**src/verilog/arbiter_pkg.sv**
```systemverilog
// Shared constants and carrier types for the display memory arbiter.
package arbiter_pkg;

  // Host address width in words (word address, byte lane bit dropped).
  localparam int unsigned HOST_ADDR_W = 23;
  // Display memory word address width; 6K words need 13 bits.
  localparam int unsigned DISP_ADDR_W = 13;
  // Number of words in the display region (6K).
  localparam logic [DISP_ADDR_W-1:0] DISP_WORDS = 13'h1800;
  // Default base of the display region, in host word addresses.
  localparam logic [HOST_ADDR_W-1:0] DISP_BASE_DEFAULT = 23'h020000;
  // Width of the display memory data path.
  localparam int unsigned DISP_DATA_W = 12;
  // Host data bus width.
  localparam int unsigned HOST_DATA_W = 16;
  // Width of the mode latch and its position on the host data bus.
  localparam int unsigned MODE_W = 4;
  localparam int unsigned MODE_LSB = 12;
  // Number of mode control pins on the video display generator.
  localparam int unsigned MODE_PINS = 8;
  // Reset value of the mode latch.
  localparam logic [MODE_W-1:0] MODE_RESET = 4'h0;
  // Wait states added per tap step.
  localparam int unsigned WAITS_PER_TAP = 2;
  // Number of taps on the wait shift register.
  localparam int unsigned TAP_COUNT = 4;
  // Processor clock period in picoseconds (50 MHz).
  localparam int unsigned CLK_PERIOD_PS = 20000;
  // Supported access times per tap, in nanoseconds.
  localparam int unsigned ACCESS_NS_TAP0 = 250;
  localparam int unsigned ACCESS_NS_TAP1 = 375;
  localparam int unsigned ACCESS_NS_TAP2 = 500;
  localparam int unsigned ACCESS_NS_TAP3 = 625;
  // Supported data setup times per tap, in nanoseconds.
  localparam int unsigned SETUP_NS_TAP0 = 230;
  localparam int unsigned SETUP_NS_TAP1 = 355;
  localparam int unsigned SETUP_NS_TAP2 = 480;
  localparam int unsigned SETUP_NS_TAP3 = 605;
  // Access time of the fitted display memory, in nanoseconds.
  localparam int unsigned MEM_ACCESS_NS = 300;
  // Memory access time expressed in clock cycles, rounded up.
  localparam int unsigned MEM_ACCESS_CYC = (MEM_ACCESS_NS * 1000 + CLK_PERIOD_PS - 1)
    / CLK_PERIOD_PS;
  // Tap used for the fitted memory.
  localparam logic [1:0] TAP_DEFAULT = 2'h1;
  // Cycles between successive shift register outputs (one per wait state).
  localparam logic [3:0] STAGE_CYCLES = 4'h1;

  // Ownership states of the display memory bus, Gray coded along the hand-over.
  typedef enum logic [2:0] {
    OWN_VIDEO   = 3'b000,
    FLOAT_VADDR = 3'b001,
    DESEL_VDEC  = 3'b011,
    HOST_ON     = 3'b010,
    HOST_DONE   = 3'b110
  } owner_t;

  // Host bus request as seen by the arbiter.
  typedef struct packed {
    logic as_n;
    logic rw;
    logic [HOST_ADDR_W-1:0] addr;
    logic [HOST_DATA_W-1:0] wdata;
  } host_req_t;

  // Memory bus control outputs.
  typedef struct packed {
    logic vaddr_float;
    logic vdec_sel;
    logic host_buf_en;
    logic host_drive_mem;
  } mem_ctl_t;

  // Supported access time for a tap, in nanoseconds.
  function automatic int unsigned tap_access_ns(input logic [1:0] tap);
    unique case (tap)
      2'h0: tap_access_ns = ACCESS_NS_TAP0;
      2'h1: tap_access_ns = ACCESS_NS_TAP1;
      2'h2: tap_access_ns = ACCESS_NS_TAP2;
      2'h3: tap_access_ns = ACCESS_NS_TAP3;
    endcase
  endfunction

  // Supported data setup time for a tap, in nanoseconds.
  function automatic int unsigned tap_setup_ns(input logic [1:0] tap);
    unique case (tap)
      2'h0: tap_setup_ns = SETUP_NS_TAP0;
      2'h1: tap_setup_ns = SETUP_NS_TAP1;
      2'h2: tap_setup_ns = SETUP_NS_TAP2;
      2'h3: tap_setup_ns = SETUP_NS_TAP3;
    endcase
  endfunction

endpackage

```
**src/verilog/display_arbiter.sv**
```systemverilog
// Display memory arbiter between a 16-bit host and a video display generator.
// Behaviour
// Host display access switches memory to host.
// Float video address, deselect decoder, then buffers.
// Host buffers high impedance when not accessing.
// Otherwise video decoder selected, generator scans.
// Display memory data path twelve bits.
// Four-bit latch feeds generator mode pins.
// Latch loads only on even-address writes.
// Latch output constant between host writes.
// Frame sync low outside active window.
// Host should write during inactive frame period.
// Device acknowledges; host waits for acknowledge.
// Tap zero no waits, each tap two more. Code: tap one adds one edge, taps two and three two each.
// Tap chosen covers memory access time.
// Tap chosen covers memory data setup time.
// 300 ns memory uses tap one.
// Generator mode set by eight control pins.
// Wait register clears between host accesses.
// Reset grants memory to video, ack negated.
`timescale 1ns/1ps
module display_arbiter
  import arbiter_pkg::*;
#(
  parameter logic [HOST_ADDR_W-1:0] DISP_BASE = DISP_BASE_DEFAULT,
  parameter logic [1:0] WAIT_TAP = TAP_DEFAULT
)
(
  input wire logic core_clk,
  input wire logic sys_rst,
  input wire host_req_t host_req,
  input wire logic [DISP_DATA_W-1:0] mem_rdata,
  input wire logic [MODE_PINS-MODE_W-1:0] static_mode_bits,
  input wire logic frame_sync_pin,
  output logic [HOST_DATA_W-1:0] host_rdata,
  output logic host_rdata_oe,
  output logic transfer_acknowledge_n,
  output logic [DISP_ADDR_W-1:0] mem_addr,
  output logic [DISP_DATA_W-1:0] mem_wdata,
  output logic mem_wdata_oe,
  output logic mem_we_n,
  output mem_ctl_t mem_ctl,
  output logic [MODE_PINS-1:0] video_display_generator_mode,
  output logic frame_inactive
);

  // Tap must cover both memory figures for the fitted memory.
  // access time covered
  // setup time covered
  // fitted memory tap one
  localparam bit TAP_FITS = (tap_access_ns(WAIT_TAP) >= MEM_ACCESS_NS)
    && (tap_setup_ns(WAIT_TAP) >= MEM_ACCESS_NS - (ACCESS_NS_TAP0 - SETUP_NS_TAP0));
  // Selected tap, forced up to the fitted tap if a slower choice is not made.
  localparam logic [1:0] TAP_USED = TAP_FITS ? WAIT_TAP : TAP_DEFAULT;
  // A tap that is too short is raised rather than refused, so a wrong parameter
  // costs speed but never corrupts a memory cycle.

  // Host request registered once, since address strobe comes from the processor bus.
  host_req_t req_q;
  // Ownership state of the memory bus.
  owner_t state_q;
  owner_t state_d;
  // Host address offset into the display region.
  logic [HOST_ADDR_W-1:0] offset;
  // Host is addressing the display region this cycle.
  logic disp_hit;
  // Wait shifter runs while the host owns the buffers in HOST_ON, until the acknowledge.
  logic wait_run;
  logic wait_ack;
  // Mode latch load strobe and value.
  logic mode_load;
  logic [MODE_W-1:0] mode_val;
  // Registered outputs' next values.
  mem_ctl_t ctl_d;
  // Acknowledge next value, active low.
  logic ack_n_d;
  logic rd_oe_d;
  logic wd_oe_d;
  logic we_n_d;
  logic [HOST_DATA_W-1:0] rdata_d;
  // Frame sync sampled through three flops.
  logic [2:0] fs_sync_q;
  // Frame sync level kept while the last two flops disagree.
  logic fs_q;
  logic fs_d;

  // Decode helper: is a host word address within the 6K display region.
  // The lower bound test stops a wrapped subtraction from looking like a hit.
  function automatic logic in_display(input logic [HOST_ADDR_W-1:0] a);
    logic [HOST_ADDR_W-1:0] off;
    off = a - DISP_BASE;
    in_display = (a >= DISP_BASE) && (off < HOST_ADDR_W'(DISP_WORDS));
  endfunction

  // Combinational decode of the registered request.
  always_comb
  begin
    offset = req_q.addr - DISP_BASE;
    // region decode
    disp_hit = !req_q.as_n && in_display(req_q.addr);
  end

  // Ownership sequencing: video, float address, deselect decoder, host on.
  always_comb
  begin
    state_d = state_q;
    unique case (state_q)
      OWN_VIDEO:
      begin
        // Video keeps the bus until a region hit is seen.
        // switch to host
        if (disp_hit)
        begin
          state_d = FLOAT_VADDR;
        end
      end
      FLOAT_VADDR:
      begin
        // A strobe lifted early aborts the hand-over and returns the bus.
        // then deselect decoder
        state_d = disp_hit ? DESEL_VDEC : OWN_VIDEO;
      end
      DESEL_VDEC:
      begin
        // Same abort path as the step before.
        // then enable buffers
        state_d = disp_hit ? HOST_ON : OWN_VIDEO;
      end
      HOST_ON:
      begin
        // Stay until acknowledged, then wait for strobe release.
        if (!disp_hit)
        begin
          state_d = OWN_VIDEO;
        end
        // Acknowledge seen: move on to HOST_DONE.
        else if (wait_ack)
        begin
          state_d = HOST_DONE;
        end
      end
      HOST_DONE:
      begin
        // Cycle ends when the host lifts its strobe.
        // The acknowledge stays low here; the host picks the end of the cycle.
        if (!disp_hit)
        begin
          state_d = OWN_VIDEO;
        end
      end
      default:
      begin
        // Illegal code falls back to the safe video owner.
        state_d = OWN_VIDEO;
      end
    endcase
  end

  // Control outputs decoded from the next state so they leave flip-flops.
  always_comb
  begin
    ctl_d = '0;
    // video owns by default
    ctl_d.vdec_sel = 1'b1;
    unique case (state_d)
      FLOAT_VADDR:
      begin
        // First step: video address lines let go.
        ctl_d.vaddr_float = 1'b1;
      end
      DESEL_VDEC:
      begin
        // Second step: video-side decoder off.
        ctl_d.vaddr_float = 1'b1;
        ctl_d.vdec_sel = 1'b0;
      end
      HOST_ON, HOST_DONE:
      begin
        // Last step: host buffers on, direction from the request.
        ctl_d.vaddr_float = 1'b1;
        ctl_d.vdec_sel = 1'b0;
        ctl_d.host_buf_en = 1'b1;
        ctl_d.host_drive_mem = !req_q.rw;
      end
      default:
      begin
        // host isolated
        ctl_d.host_buf_en = 1'b0;
      end
    endcase
  end

  // The wait count starts only once the host buffers are on the memory.
  // Counting from the buffer enable gives the memory the whole wait span.
  assign wait_run = (state_q == HOST_ON) && disp_hit;

  // Acknowledge generator.
  // tap shift register
  wait_shifter u_wait
  (
    .core_clk(core_clk),
    .sys_rst(sys_rst),
    .start(wait_run),
    .tap_sel(TAP_USED),
    .ack(wait_ack)
  );

  // Data path and acknowledge next values.
  always_comb
  begin
    // ack every access
    ack_n_d = !((state_d == HOST_DONE) || ((state_d == HOST_ON) && wait_ack));
    // Read buffers face the host only on a read.
    rd_oe_d = ctl_d.host_buf_en && req_q.rw;
    // Write drivers follow the memory-side direction bit.
    wd_oe_d = ctl_d.host_drive_mem;
    // The write strobe ends on the edge that lowers the acknowledge.
    we_n_d = !(ctl_d.host_drive_mem && (state_d == HOST_ON));
    // twelve-bit data path
    // The upper host bits read back as zero, since they are not stored.
    rdata_d = {{(HOST_DATA_W-DISP_DATA_W){1'b0}}, mem_rdata};
  end

  // Even-address write into the region loads the mode latch once per access.
  // Loading a step before the buffers keeps the latch away from the write strobe.
  // even writes only
  assign mode_load = (state_q == DESEL_VDEC) && disp_hit && !req_q.rw && !offset[0];

  // four-bit mode latch
  mode_latch u_mode
  (
    .core_clk(core_clk),
    .sys_rst(sys_rst),
    .load(mode_load),
    .din(req_q.wdata[MODE_LSB +: MODE_W]),
    .mode(mode_val)
  );

  // Frame sync from the generator: act once the second and third flops agree.
  always_comb
  begin
    // A disagreement means the pin is still settling; keep the old level.
    fs_d = (fs_sync_q[1] == fs_sync_q[2]) ? fs_sync_q[2] : fs_q;
  end

  // Request and synchroniser registers.
  always_ff @(posedge core_clk or posedge sys_rst)
  begin
    if (sys_rst)
    begin
      // Idle request: strobe high, read direction.
      req_q <= '{as_n: 1'b1, rw: 1'b1, addr: '0, wdata: '0};
      fs_sync_q <= 3'h0;
      fs_q <= 1'b0;
    end
    else
    begin
      // The host bus runs on this clock, so one register is enough.
      req_q <= host_req;
      fs_sync_q <= {fs_sync_q[1:0], frame_sync_pin};
      fs_q <= fs_d;
    end
  end

  // State and output registers.
  // reset to video owner
  always_ff @(posedge core_clk or posedge sys_rst)
  begin
    if (sys_rst)
    begin
      // Video owns the bus, host cut off, acknowledge negated.
      state_q <= OWN_VIDEO;
      mem_ctl <= '{vaddr_float: 1'b0, vdec_sel: 1'b1, host_buf_en: 1'b0,
        host_drive_mem: 1'b0};
      transfer_acknowledge_n <= 1'b1;
      host_rdata_oe <= 1'b0;
      mem_wdata_oe <= 1'b0;
      mem_we_n <= 1'b1;
      host_rdata <= '0;
      mem_addr <= '0;
      mem_wdata <= '0;
      video_display_generator_mode <= '0;
      frame_inactive <= 1'b1;
    end
    else
    begin
      state_q <= state_d;
      mem_ctl <= ctl_d;
      transfer_acknowledge_n <= ack_n_d;
      host_rdata_oe <= rd_oe_d;
      mem_wdata_oe <= wd_oe_d;
      mem_we_n <= we_n_d;
      host_rdata <= rdata_d;
      // Address and write data follow the registered request every cycle.
      mem_addr <= offset[DISP_ADDR_W-1:0];
      mem_wdata <= req_q.wdata[DISP_DATA_W-1:0];
      // eight mode pins
      video_display_generator_mode <= {static_mode_bits, mode_val};
      // frame sync low inactive
      frame_inactive <= !fs_q;
    end
  end

endmodule

```
**src/verilog/wait_shifter.sv**
```systemverilog
// Wait-state shift register whose selected tap yields the transfer acknowledge.
`timescale 1ns/1ps
module wait_shifter
  import arbiter_pkg::*;
(
  input wire logic core_clk,
  input wire logic sys_rst,
  input wire logic start,
  input wire logic [1:0] tap_sel,
  output logic ack
);

  // Chain length: the last tap lies two chain bits per step past the first.
  localparam int unsigned CHAIN_W = WAITS_PER_TAP * (TAP_COUNT - 2) + 1;

  // Chain register; bit k is set once start has been high for k+1 edges.
  logic [CHAIN_W-1:0] chain_q;
  logic [CHAIN_W-1:0] chain_d;
  // Shift input of each chain bit.
  logic [CHAIN_W-1:0] shift_in;
  // Tap outputs; bit n is wait_tap_n.
  logic [TAP_COUNT-1:0] tap_hit;

  // The first bit is fed by a constant one, later bits by their neighbour.
  genvar g;
  generate
    for (g = 0; g < CHAIN_W; g++)
    begin : g_shift
      if (g == 0)
      begin : g_first
        assign shift_in[g] = 1'b1;
      end
      else
      begin : g_rest
        assign shift_in[g] = chain_q[g-1];
      end
    end
  endgenerate

  // Tap zero fires at once; tap one is chain bit 0, one edge later, and each later tap lies two chain bits further on.
  // two waits per tap from tap one on; tap one adds one over tap zero
  genvar t;
  generate
    for (t = 0; t < TAP_COUNT; t++)
    begin : g_tap
      if (t == 0)
      begin : g_zero
        assign tap_hit[t] = 1'b1;
      end
      else
      begin : g_later
        assign tap_hit[t] = chain_q[WAITS_PER_TAP*(t-1)];
      end
    end
  endgenerate

  // Next state: shift while an access runs, clear while idle.
  always_comb
  begin
    chain_d = shift_in;
    if (!start)
    begin
      // clear when idle
      chain_d = '0;
    end
  end

  // Register the chain; the acknowledge is registered too, so tap zero still
  // costs one edge, which only matters for memory faster than the fitted part.
  always_ff @(posedge core_clk or posedge sys_rst)
  begin
    if (sys_rst)
    begin
      chain_q <= '0;
      ack <= 1'b0;
    end
    else
    begin
      chain_q <= chain_d;
      // tap selects ack
      ack <= start & tap_hit[tap_sel];
    end
  end

endmodule

```
**src/verilog/mode_latch.sv**
```systemverilog
// Four-bit mode latch loaded from even-address host writes.
`timescale 1ns/1ps
module mode_latch
  import arbiter_pkg::*;
(
  input wire logic core_clk,
  input wire logic sys_rst,
  input wire logic load,
  input wire logic [MODE_W-1:0] din,
  output logic [MODE_W-1:0] mode
);

  logic [MODE_W-1:0] mode_d;

  // Hold unless a qualifying write arrives; the last such write wins.
  always_comb
  begin
    // even writes load
    mode_d = load ? din : mode;
  end

  // R08 holds between writes
  always_ff @(posedge core_clk or posedge sys_rst)
  begin
    if (sys_rst)
    begin
      mode <= MODE_RESET;
    end
    else
    begin
      mode <= mode_d;
    end
  end

endmodule

```
**config.mk**
```make
export PLATFORM = sky130hd
export DESIGN_NAME = display_arbiter
export DESIGN_NICKNAME = d
export VERILOG_FILES = /design/src/verilog/arbiter_pkg.sv /design/src/verilog/display_arbiter.sv /design/src/verilog/wait_shifter.sv /design/src/verilog/mode_latch.sv
export SDC_FILE = /design/constraint.sdc
export NUM_CORES = 1
export LEC_CHECK = 0
export BUFFER_PORTS_ARGS = -buffer_cell sky130_fd_sc_hd__buf_2
export CELL_PAD_IN_SITES_DETAIL_PLACEMENT = 1
export CELL_PAD_IN_SITES_GLOBAL_PLACEMENT = 1
export CORE_ASPECT_RATIO = 1.1
export CORE_MARGIN = 2
export CORE_UTILIZATION = 38
export CTS_CLUSTER_SIZE = 28
export DETAILED_ROUTE_END_ITERATION = 12
export GPL_TIMING_DRIVEN = 1
export HOLD_SLACK_MARGIN = 0.15
export PLACE_DENSITY_LB_ADDON = 0.08
export SLEW_MARGIN = 10
export SYNTH_ARGS = -nofsm -noshare
export SYNTH_HDL_FRONTEND = slang
export SYNTH_SLANG_ARGS = --single-unit
```
**constraint.sdc**
```tcl
create_clock -name core_clk -period 5 [get_ports core_clk]
set_input_delay 1.5 -clock core_clk [delete_from_list [all_inputs] [get_ports core_clk]]
set_output_delay 1.5 -clock core_clk [all_outputs]
set_load 0.01 [all_outputs]
```
== Yosys cells after proc, flatten, opt, wreduce, memory -nomap -nowiden ==
Index checks and enable logic that the tools add are counted.

* Add/sub/neg operators: 1
* $lt $le $gt $ge: 2
* Equal/unequal tests: 9
* Mux-type cells: 12
* Bitwise logic cells: 1
* Reductions and logical operators: 20

{| class="wikitable"
|+ Operators with widths
! kind !! count
|-
| >= comparator 23 x 18 -> 1 bit (second input constant) || 1
|-
| less-than comparator 23 x 13 -> 1 bit (second input constant) || 1
|-
| subtractor 23 x 18 -> 23 bit (second input constant) || 1
|-
| case mux 3 bit (5 select lines) || 1
|-
| == test 3 x 2 -> 1 bit (second input constant) || 4
|-
| 2-to-1 mux 3 bit || 4
|-
| logical AND 1 bit || 9
|-
| == test 3 x 1 -> 1 bit (second input constant) || 2
|-
| == test 3 bit (second input constant) || 2
|-
| logical NOT 1 bit || 6
|-
| 2-to-1 mux 1 bit || 5
|-
| 2-to-1 mux 2 bit || 2
|-
| OR reduction 4 bit || 1
|-
| logical NOT 3 bit || 1
|-
| OR reduction 3 bit || 1
|-
| OR reduction 2 bit || 1
|-
| AND 1 bit || 1
|-
| == test 1 bit || 1
|-
| logical OR 1 bit || 1
|}

* Register bits after elaboration: 107
* Input port bits: 60

== Longest topological paths before layout ==
Gate-level depths: netlist of run 1.

* Word-level depth: 11
* Mapped depth: 5
* Gate-level depth less buffers: 4

== Hierarchy ==
A second synthesis of run 1 with hierarchy kept.

* Cells, all modules: 164
* Area total of the unflattened synthesis: 3174.3 µm²

{| class="wikitable"
|+ By module, submodules not included
! module !! times used !! cells an instance !! area each (µm²) !! sequential area each (µm²)
|-
| display_arbiter || 1 || 140 || 2807.7 || 2534.9
|-
| wait_shifter || 1 || 15 || 217.7 || 150.1
|-
| mode_latch || 1 || 9 || 148.9 || 100.1
|}

== Worst setup path after synthesis of run 1 ==
Ideal clock, no wire load.

* Path type: register to output
* Start: register mem_ctl[0] (netlist bit)
* End: output port mem_ctl[0] (netlist bit)
* Arrival time: 539 ps
* Setup slack: 2961 ps
* Stages on the path, launching flop included: 2
* Buffers on the path: 1
* Cells stage by stage: dfrtp_1 buf_4

{| class="wikitable"
|+ RTL lines
! element !! line !! text
|-
| from (decl) || display_arbiter.sv:42 || <nowiki>output mem_ctl_t mem_ctl,</nowiki>
|-
| from (signal assigned) || display_arbiter.sv:273 || <nowiki>mem_ctl <= '{vaddr_float: 1'b0, vdec_sel: 1'b1, host_buf_en: 1'b0,</nowiki>
|-
| from (signal assigned) || display_arbiter.sv:288 || <nowiki>mem_ctl <= ctl_d;</nowiki>
|}

No word-level cell between the ends.

== Worst setup path after layout of run 1 ==
* Start: register mem_ctl[2] (netlist bit)
* End: output port mem_ctl[2] (netlist bit)

No word-level cell between the ends.

==> results of run 1 <==
==> per-layer routing <==
metal,GRT usage (%),share of wire [%],wire length [um]
met5,0,0,0
met4,6.200,1.7,91
met3,6.627,10,548
met2,19.98,50,2636
met1,15.06,37,1960
==> sequential cells by signal, summed over array words and instances (netlist names), 3 cells and up <==
register / count
req_q: 41
state_q: 3
mem_wdata: 12
video_display_generator_mode: 8
fs_sync_q: 3
mem_addr: 13
u_mode.mode: 4
mem_ctl: 4
host_rdata: 12
==> report_power, final <==
group,switching [mW],leakage (nW),internal [mW]
clock,0.268,0.0999,0.247
combinational,0.0417,0.588,0.0308
sequential,0.0108,1.28,0.902
total,0.320,1.97,1.18
==> stage by stage <==
stage	worst slack (ns)	cell area, um2
2_1_floorplan	0.6927	3035
3_3_place_gp	2.493	3694
3_5_place_dp	2.461	3694
4_1_cts	2.475	3895
5_1_grt	2.457	3895
6_report	2.498	3895
==> layout by cell type, fill, tap and decap left out <==
cell type   netlist  layout
dfrtp_1         101     101
nor2_1            1       1
mux2i_1           1       1
clkbuf_8          0      10
or3_1             1       1
mux2_4            4       4
o21ai_0           1       1
a211oi_1          2       2
nor4_4            1       1
or2_2             1       1
a21o_2            1       1
conb_1            1       4
inv_4             0       1
nand4_2           1       1
clkbuf_1          3       1
maj3_1            1       1
bufinv_16         0       1
inv_1             6       5
dfstp_2           6       6
a21oi_1           2       2
buf_4             5       2
clkinv_2          0       1
clkinvlp_4        0       1
clkinv_4          0       1
buf_2             0     113
inv_6             0       1
nor4b_1           1       1
nor4b_2           1       1
nand2_1           1       1
nand2b_1          4       4
nor3_1            4       4
or4_4             1       1
==> cell families after synthesis <==
kind of cell	count (synthesis)	share of synthesized area [%]
AO/OA/AOI/OAI	6	1.282
buffers and inverters	15	2.731
adder cells (fa/ha/maj)	1	0.3310
flip-flops	107	88.79
multiplexers	5	2.317
other	1	0.1240
AND/OR/NAND/NOR	17	4.427
==> final timing paths <==
kind / from / endpoint / slack, ns / depth (start not counted)
worst max-delay path: mem_ctl[2] / mem_ctl[2] / 2.50 / 1
worst min register to register: req_q[1] / mem_wdata[1] / 0.35 / 0
max in group asynchronous: sys_rst / mem_ctl[2] / 2.92 / 3
worst min-delay path: req_q[1] / mem_wdata[1] / 0.35 / 0
worst max register to register: req_q[37] / u_mode.mode[2] / 3.01 / 4
min in group asynchronous: sys_rst / video_display_generator_mode[6] / 1.23 / 2
==> cell type report <==
class                   count  area (um2)
well taps                 108       135.1
clock buffers              11       141.4
flip-flops and latches    107        2685
clock inverters             5       60.06
repair buffers            115       580.6
multi-input cells          33       267.8
inverters                   6       25.02
fillers                   808        3933
==> metrics, run 1 <==
CP Capture Type output port; post-synthesis cell count 152; gr ovfl total 0; Max Cap Violations 0; CP Data Required Time 3.50 ns; clock buffer count from CTS 9; vias per cell 4.161; DRC 0; Post-synth EDFFs 0; crit path buf inv count 1; CTS clock-pin slew for the worst setup and hold paths 0.09 ns; crit share post-route 50.04%; Layout Cells excl Fill 385; top-area cell type share of the netlist area 83.57%; Starting Density 38.63%; GRT Util Overall 13.05%; final setup fails 0; Min-Delay Path Class flip-flop to flip-flop; layout cells sized above 1 53.07%; Post-CTS Setup Repair Bufs 0; ys flop type dfrtp_1; f_max 399.7 MHz; pwr dens 385.2 mW/mm2; largest net degree at the start of global routing 53; final wirelength 5236 um; CP Class flip-flop to output port; Post-Synthesis Cell Area 0.003024 mm2; worst hold margin 0.3550 ns; vias in the first global route 1692; final worst path period need 2.502 ns; most common cell in the netlist dfrtp_1; initial DRC count 20; Port Buffers 113; Hold Buf Count CTS 0; antenna viol nets, final 0; post-route setup TNS 0 ns; CTS root buffer clkbuf_8; H-tree level count 3; fin nets 332; Worst EP arrival 1.00 ns; Worst path slowest cell dfstp_2; Post-synth ARST share 100.0%; Max VDD drop 0.1746 mV; unrepaired setup endpoints after global routing false; post-DP HPWL 3824 um; Post-Syn Area per Cell 19.90 um2; # rows 34; fin util 49.76%; Least-Margin Pin Slew 0.6108 ns; post-DR wirelength/cell 13.60 um; first-pass GRT wire length 8307 um; normalized max-slew margin 59.28%; routability cong. 0.6980; 1st-pass router iterations 4; Pwr Total 1.500 mW; Core Box Area 0.007828 mm2; final-report max-slew violation count 0; die height 97.57 um; post-CTS sizing 0; P&R area growth vs syn 28.80%; die width 89.06 um; Die ar. 0.008689 mm2; number of top-level pins 118; Yosys warnings 0; Sink Count 107; top post-synthesis cells by area dfrtp_1 84%, dfstp_2 5.2%, mux2_4 2.0%; via count 1602; Synth cell types 25; post-synth top area cell dfrtp_1; clk buf depth 2; synthesized flop and latch total 107; CTS tree built; placed insts 369; initial antenna violation count 0; status completed; # diodes 0; clock latency on the worst-skew pair 0.34 ns; max incr delay on CP 0.54 ns; Fin. Hold Viols 0; post-synthesis sequential area ratio 88.79%; CP max FO 1; CP delay by family, top flip-flops; Startpoint Class flip-flop; critical path, cell by cell buf_2; Commonest cells post-synth 101 x dfrtp_1, 6 x dfstp_2, 6 x inv_1; Fin Clk Skew 0.007093 ns; Lkg Pwr 1.967 nW
Power figures use the tool's default switching activity.
==> run 2: changes to the inputs <==
==> constraint.sdc (replaced) <==
create_clock -name core_clk -period 2.6 [get_ports core_clk]
set_input_delay 0.78 -clock core_clk [delete_from_list [all_inputs] [get_ports core_clk]]
set_output_delay 0.78 -clock core_clk [all_outputs]
set_load 0.01 [all_outputs]
==> metrics, run 2 (synthesized netlist as in run 1, its figures left out) <==
worst hold margin 0.3432 ns (-0.01180 ns); commonest cells after routing, fill and taps aside 113 x buf_2, 101 x dfrtp_1, 10 x clkbuf_8; first-pass GRT wire length 8328 um (+0.25%); Sink Count 107 (unchanged); final wirelength 5286 um (+0.95%); CP Capture Type flip-flop; hold depth 0 (unchanged); worst r2r src req_q[37]; Hold Buf Count CTS 0 (unchanged); Fin Clk Skew 0.01570 ns (+0.008609 ns); Starting Density 38.63% (unchanged); Fin. Hold Viols 0 (unchanged); CP max FO 6 (+5); CP Data Required Time 2.83 ns (-0.67 ns); via count 1581 (-1.3%); vias in the first global route 1716 (+1.4%); post-CTS sizing 0 (unchanged); sink of the worst hold path fs_sync_q[1]; fin util 49.71% (about the same); Post-CTS Setup Repair Bufs 0 (unchanged); Top reg by flops req_q; largest net degree at the start of global routing 59 (+11%); status completed; worst r2r dst u_mode.mode[1]; Pwr Total 2.834 mW (+89%); Min-Delay Path Class flip-flop to flip-flop; CTS tree built; reg2reg setup slack 0.63 ns (-2.38 ns); unrepaired setup endpoints after global routing false; pwr dens 728.4 mW/mm2 (+89%); P&R area growth vs syn 28.67% (about the same); clock buffer count from CTS 9 (unchanged); # rows 34 (unchanged); GRT Util Overall 13.14% (+0.090 points); Largest register FFs 41 (unchanged); fill count 829 (+2.6%); initial antenna violation count 0 (unchanged); most common cell after layout, fill and taps aside buf_2; number of top-level pins 118 (unchanged); worst reg2reg path depth 4 (unchanged); Port Buffers 113 (unchanged); final-report max-slew violation count 0 (unchanged); Worst EP arrival 2.20 ns (+1.20 ns); Final Worst Setup Slack 0.6321 ns (-1.866 ns); crit share post-route 75.69%; die height 97.57 um (unchanged); 1st-pass router iterations 4 (unchanged); normalized max-slew margin 60.98% (+1.7 points); initial DRC count 38 (+90%); final setup fails 0 (unchanged); CP Class flip-flop to flip-flop; Startpoint Class flip-flop; Lkg Pwr 1.958 nW (-0.44%); fin nets 332 (unchanged); gr ovfl total 0 (unchanged); antenna viol nets, final 0 (unchanged); post-DP HPWL 3726 um (-2.6%); biggest regs req_q x41, mem_addr x13; Least-Margin Pin Slew 0.5853 ns (-0.02548 ns); layout cells sized above 1 53.07% (unchanged); clk buf depth 2 (unchanged); CTS root buffer clkbuf_8; Max VDD drop 0.3606 mV (+110%); routability cong. 0.6884 (-1.4%); f_max 508.1 MHz; Max Cap Violations 0 (unchanged); hold path start fs_sync_q[0]; DRC 0 (unchanged); # diodes 0 (unchanged); CTS clock-pin slew for the worst setup and hold paths 0.10 ns (about the same); vias per cell 4.106 (-1.3%); Core Box Area 0.007828 mm2 (unchanged); final worst path period need 1.968 ns; pre-CTS setup slack 0.6498 ns (-1.811 ns); post-DR wirelength/cell 13.73 um (+0.95%); post-route setup TNS 0 ns (unchanged); die width 89.06 um (unchanged); H-tree level count 3 (unchanged); clock latency on the worst-skew pair 0.36 ns (+0.02 ns); Die ar. 0.008689 mm2 (unchanged)
[run 2: metal layers]
layer | global-route usage, % | vias up | routed length, um
li1 | - | 711 | -
met1 | 16.10 | 802 | 2053
met2 | 19.75 | 63 | 2638
met3 | 6.882 | 5 | 514
met4 | 4.822 | 0 | 80
met5 | 0 | - | 0
[run 2: area by class of cell]
type	instances	area, um2	area share, %
Clock buffer	11	141.4	3.633
Clock inverter	5	42.54	1.093
Inverter	6	26.28	0.6752
Multi-Input combinational cell	33	267.8	6.881
Sequential cell	107	2685	69.00
Tap cell	108	135.1	3.473
Timing Repair Buffer	115	593.1	15.24
[run 2: worst max-delay path by stage]
stage,start,end,slack (ns),cells past startpoint
floorplan,sys_rst,fs_q,0.54,1
global placement,req_q[37],u_mode.mode[3],0.66,4
detailed placement,req_q[37],u_mode.mode[1],0.65,4
CTS,req_q[37],u_mode.mode[1],0.62,4
global route,req_q[37],u_mode.mode[1],0.53,4
finish,req_q[37],u_mode.mode[1],0.63,4
[run 2: critical path, cell delays in order (launching register included)]
cell,delay (ns)
dfrtp_1,0.38
nor4b_2,0.32
nand4_2,0.22
or4_4,0.61
mux2_4,0.32
[run 2: power by group]
group          total [mW]  leakage [nW]  switching [mW]  internal, mW
Sequential           1.76          1.28          0.0212          1.73
Clock               0.937        0.0909           0.549         0.388
Combinational       0.142         0.588          0.0805        0.0614
Total                2.83          1.96           0.651          2.18
[run 2: per-stage QoR]
stage                     cell area, um2  cells
after floorplan                     3039    155
after global placement              3707    369
after detailed placement            3707    369
after CTS                           3891    385
after global routing                3891    385
final                               3891    385
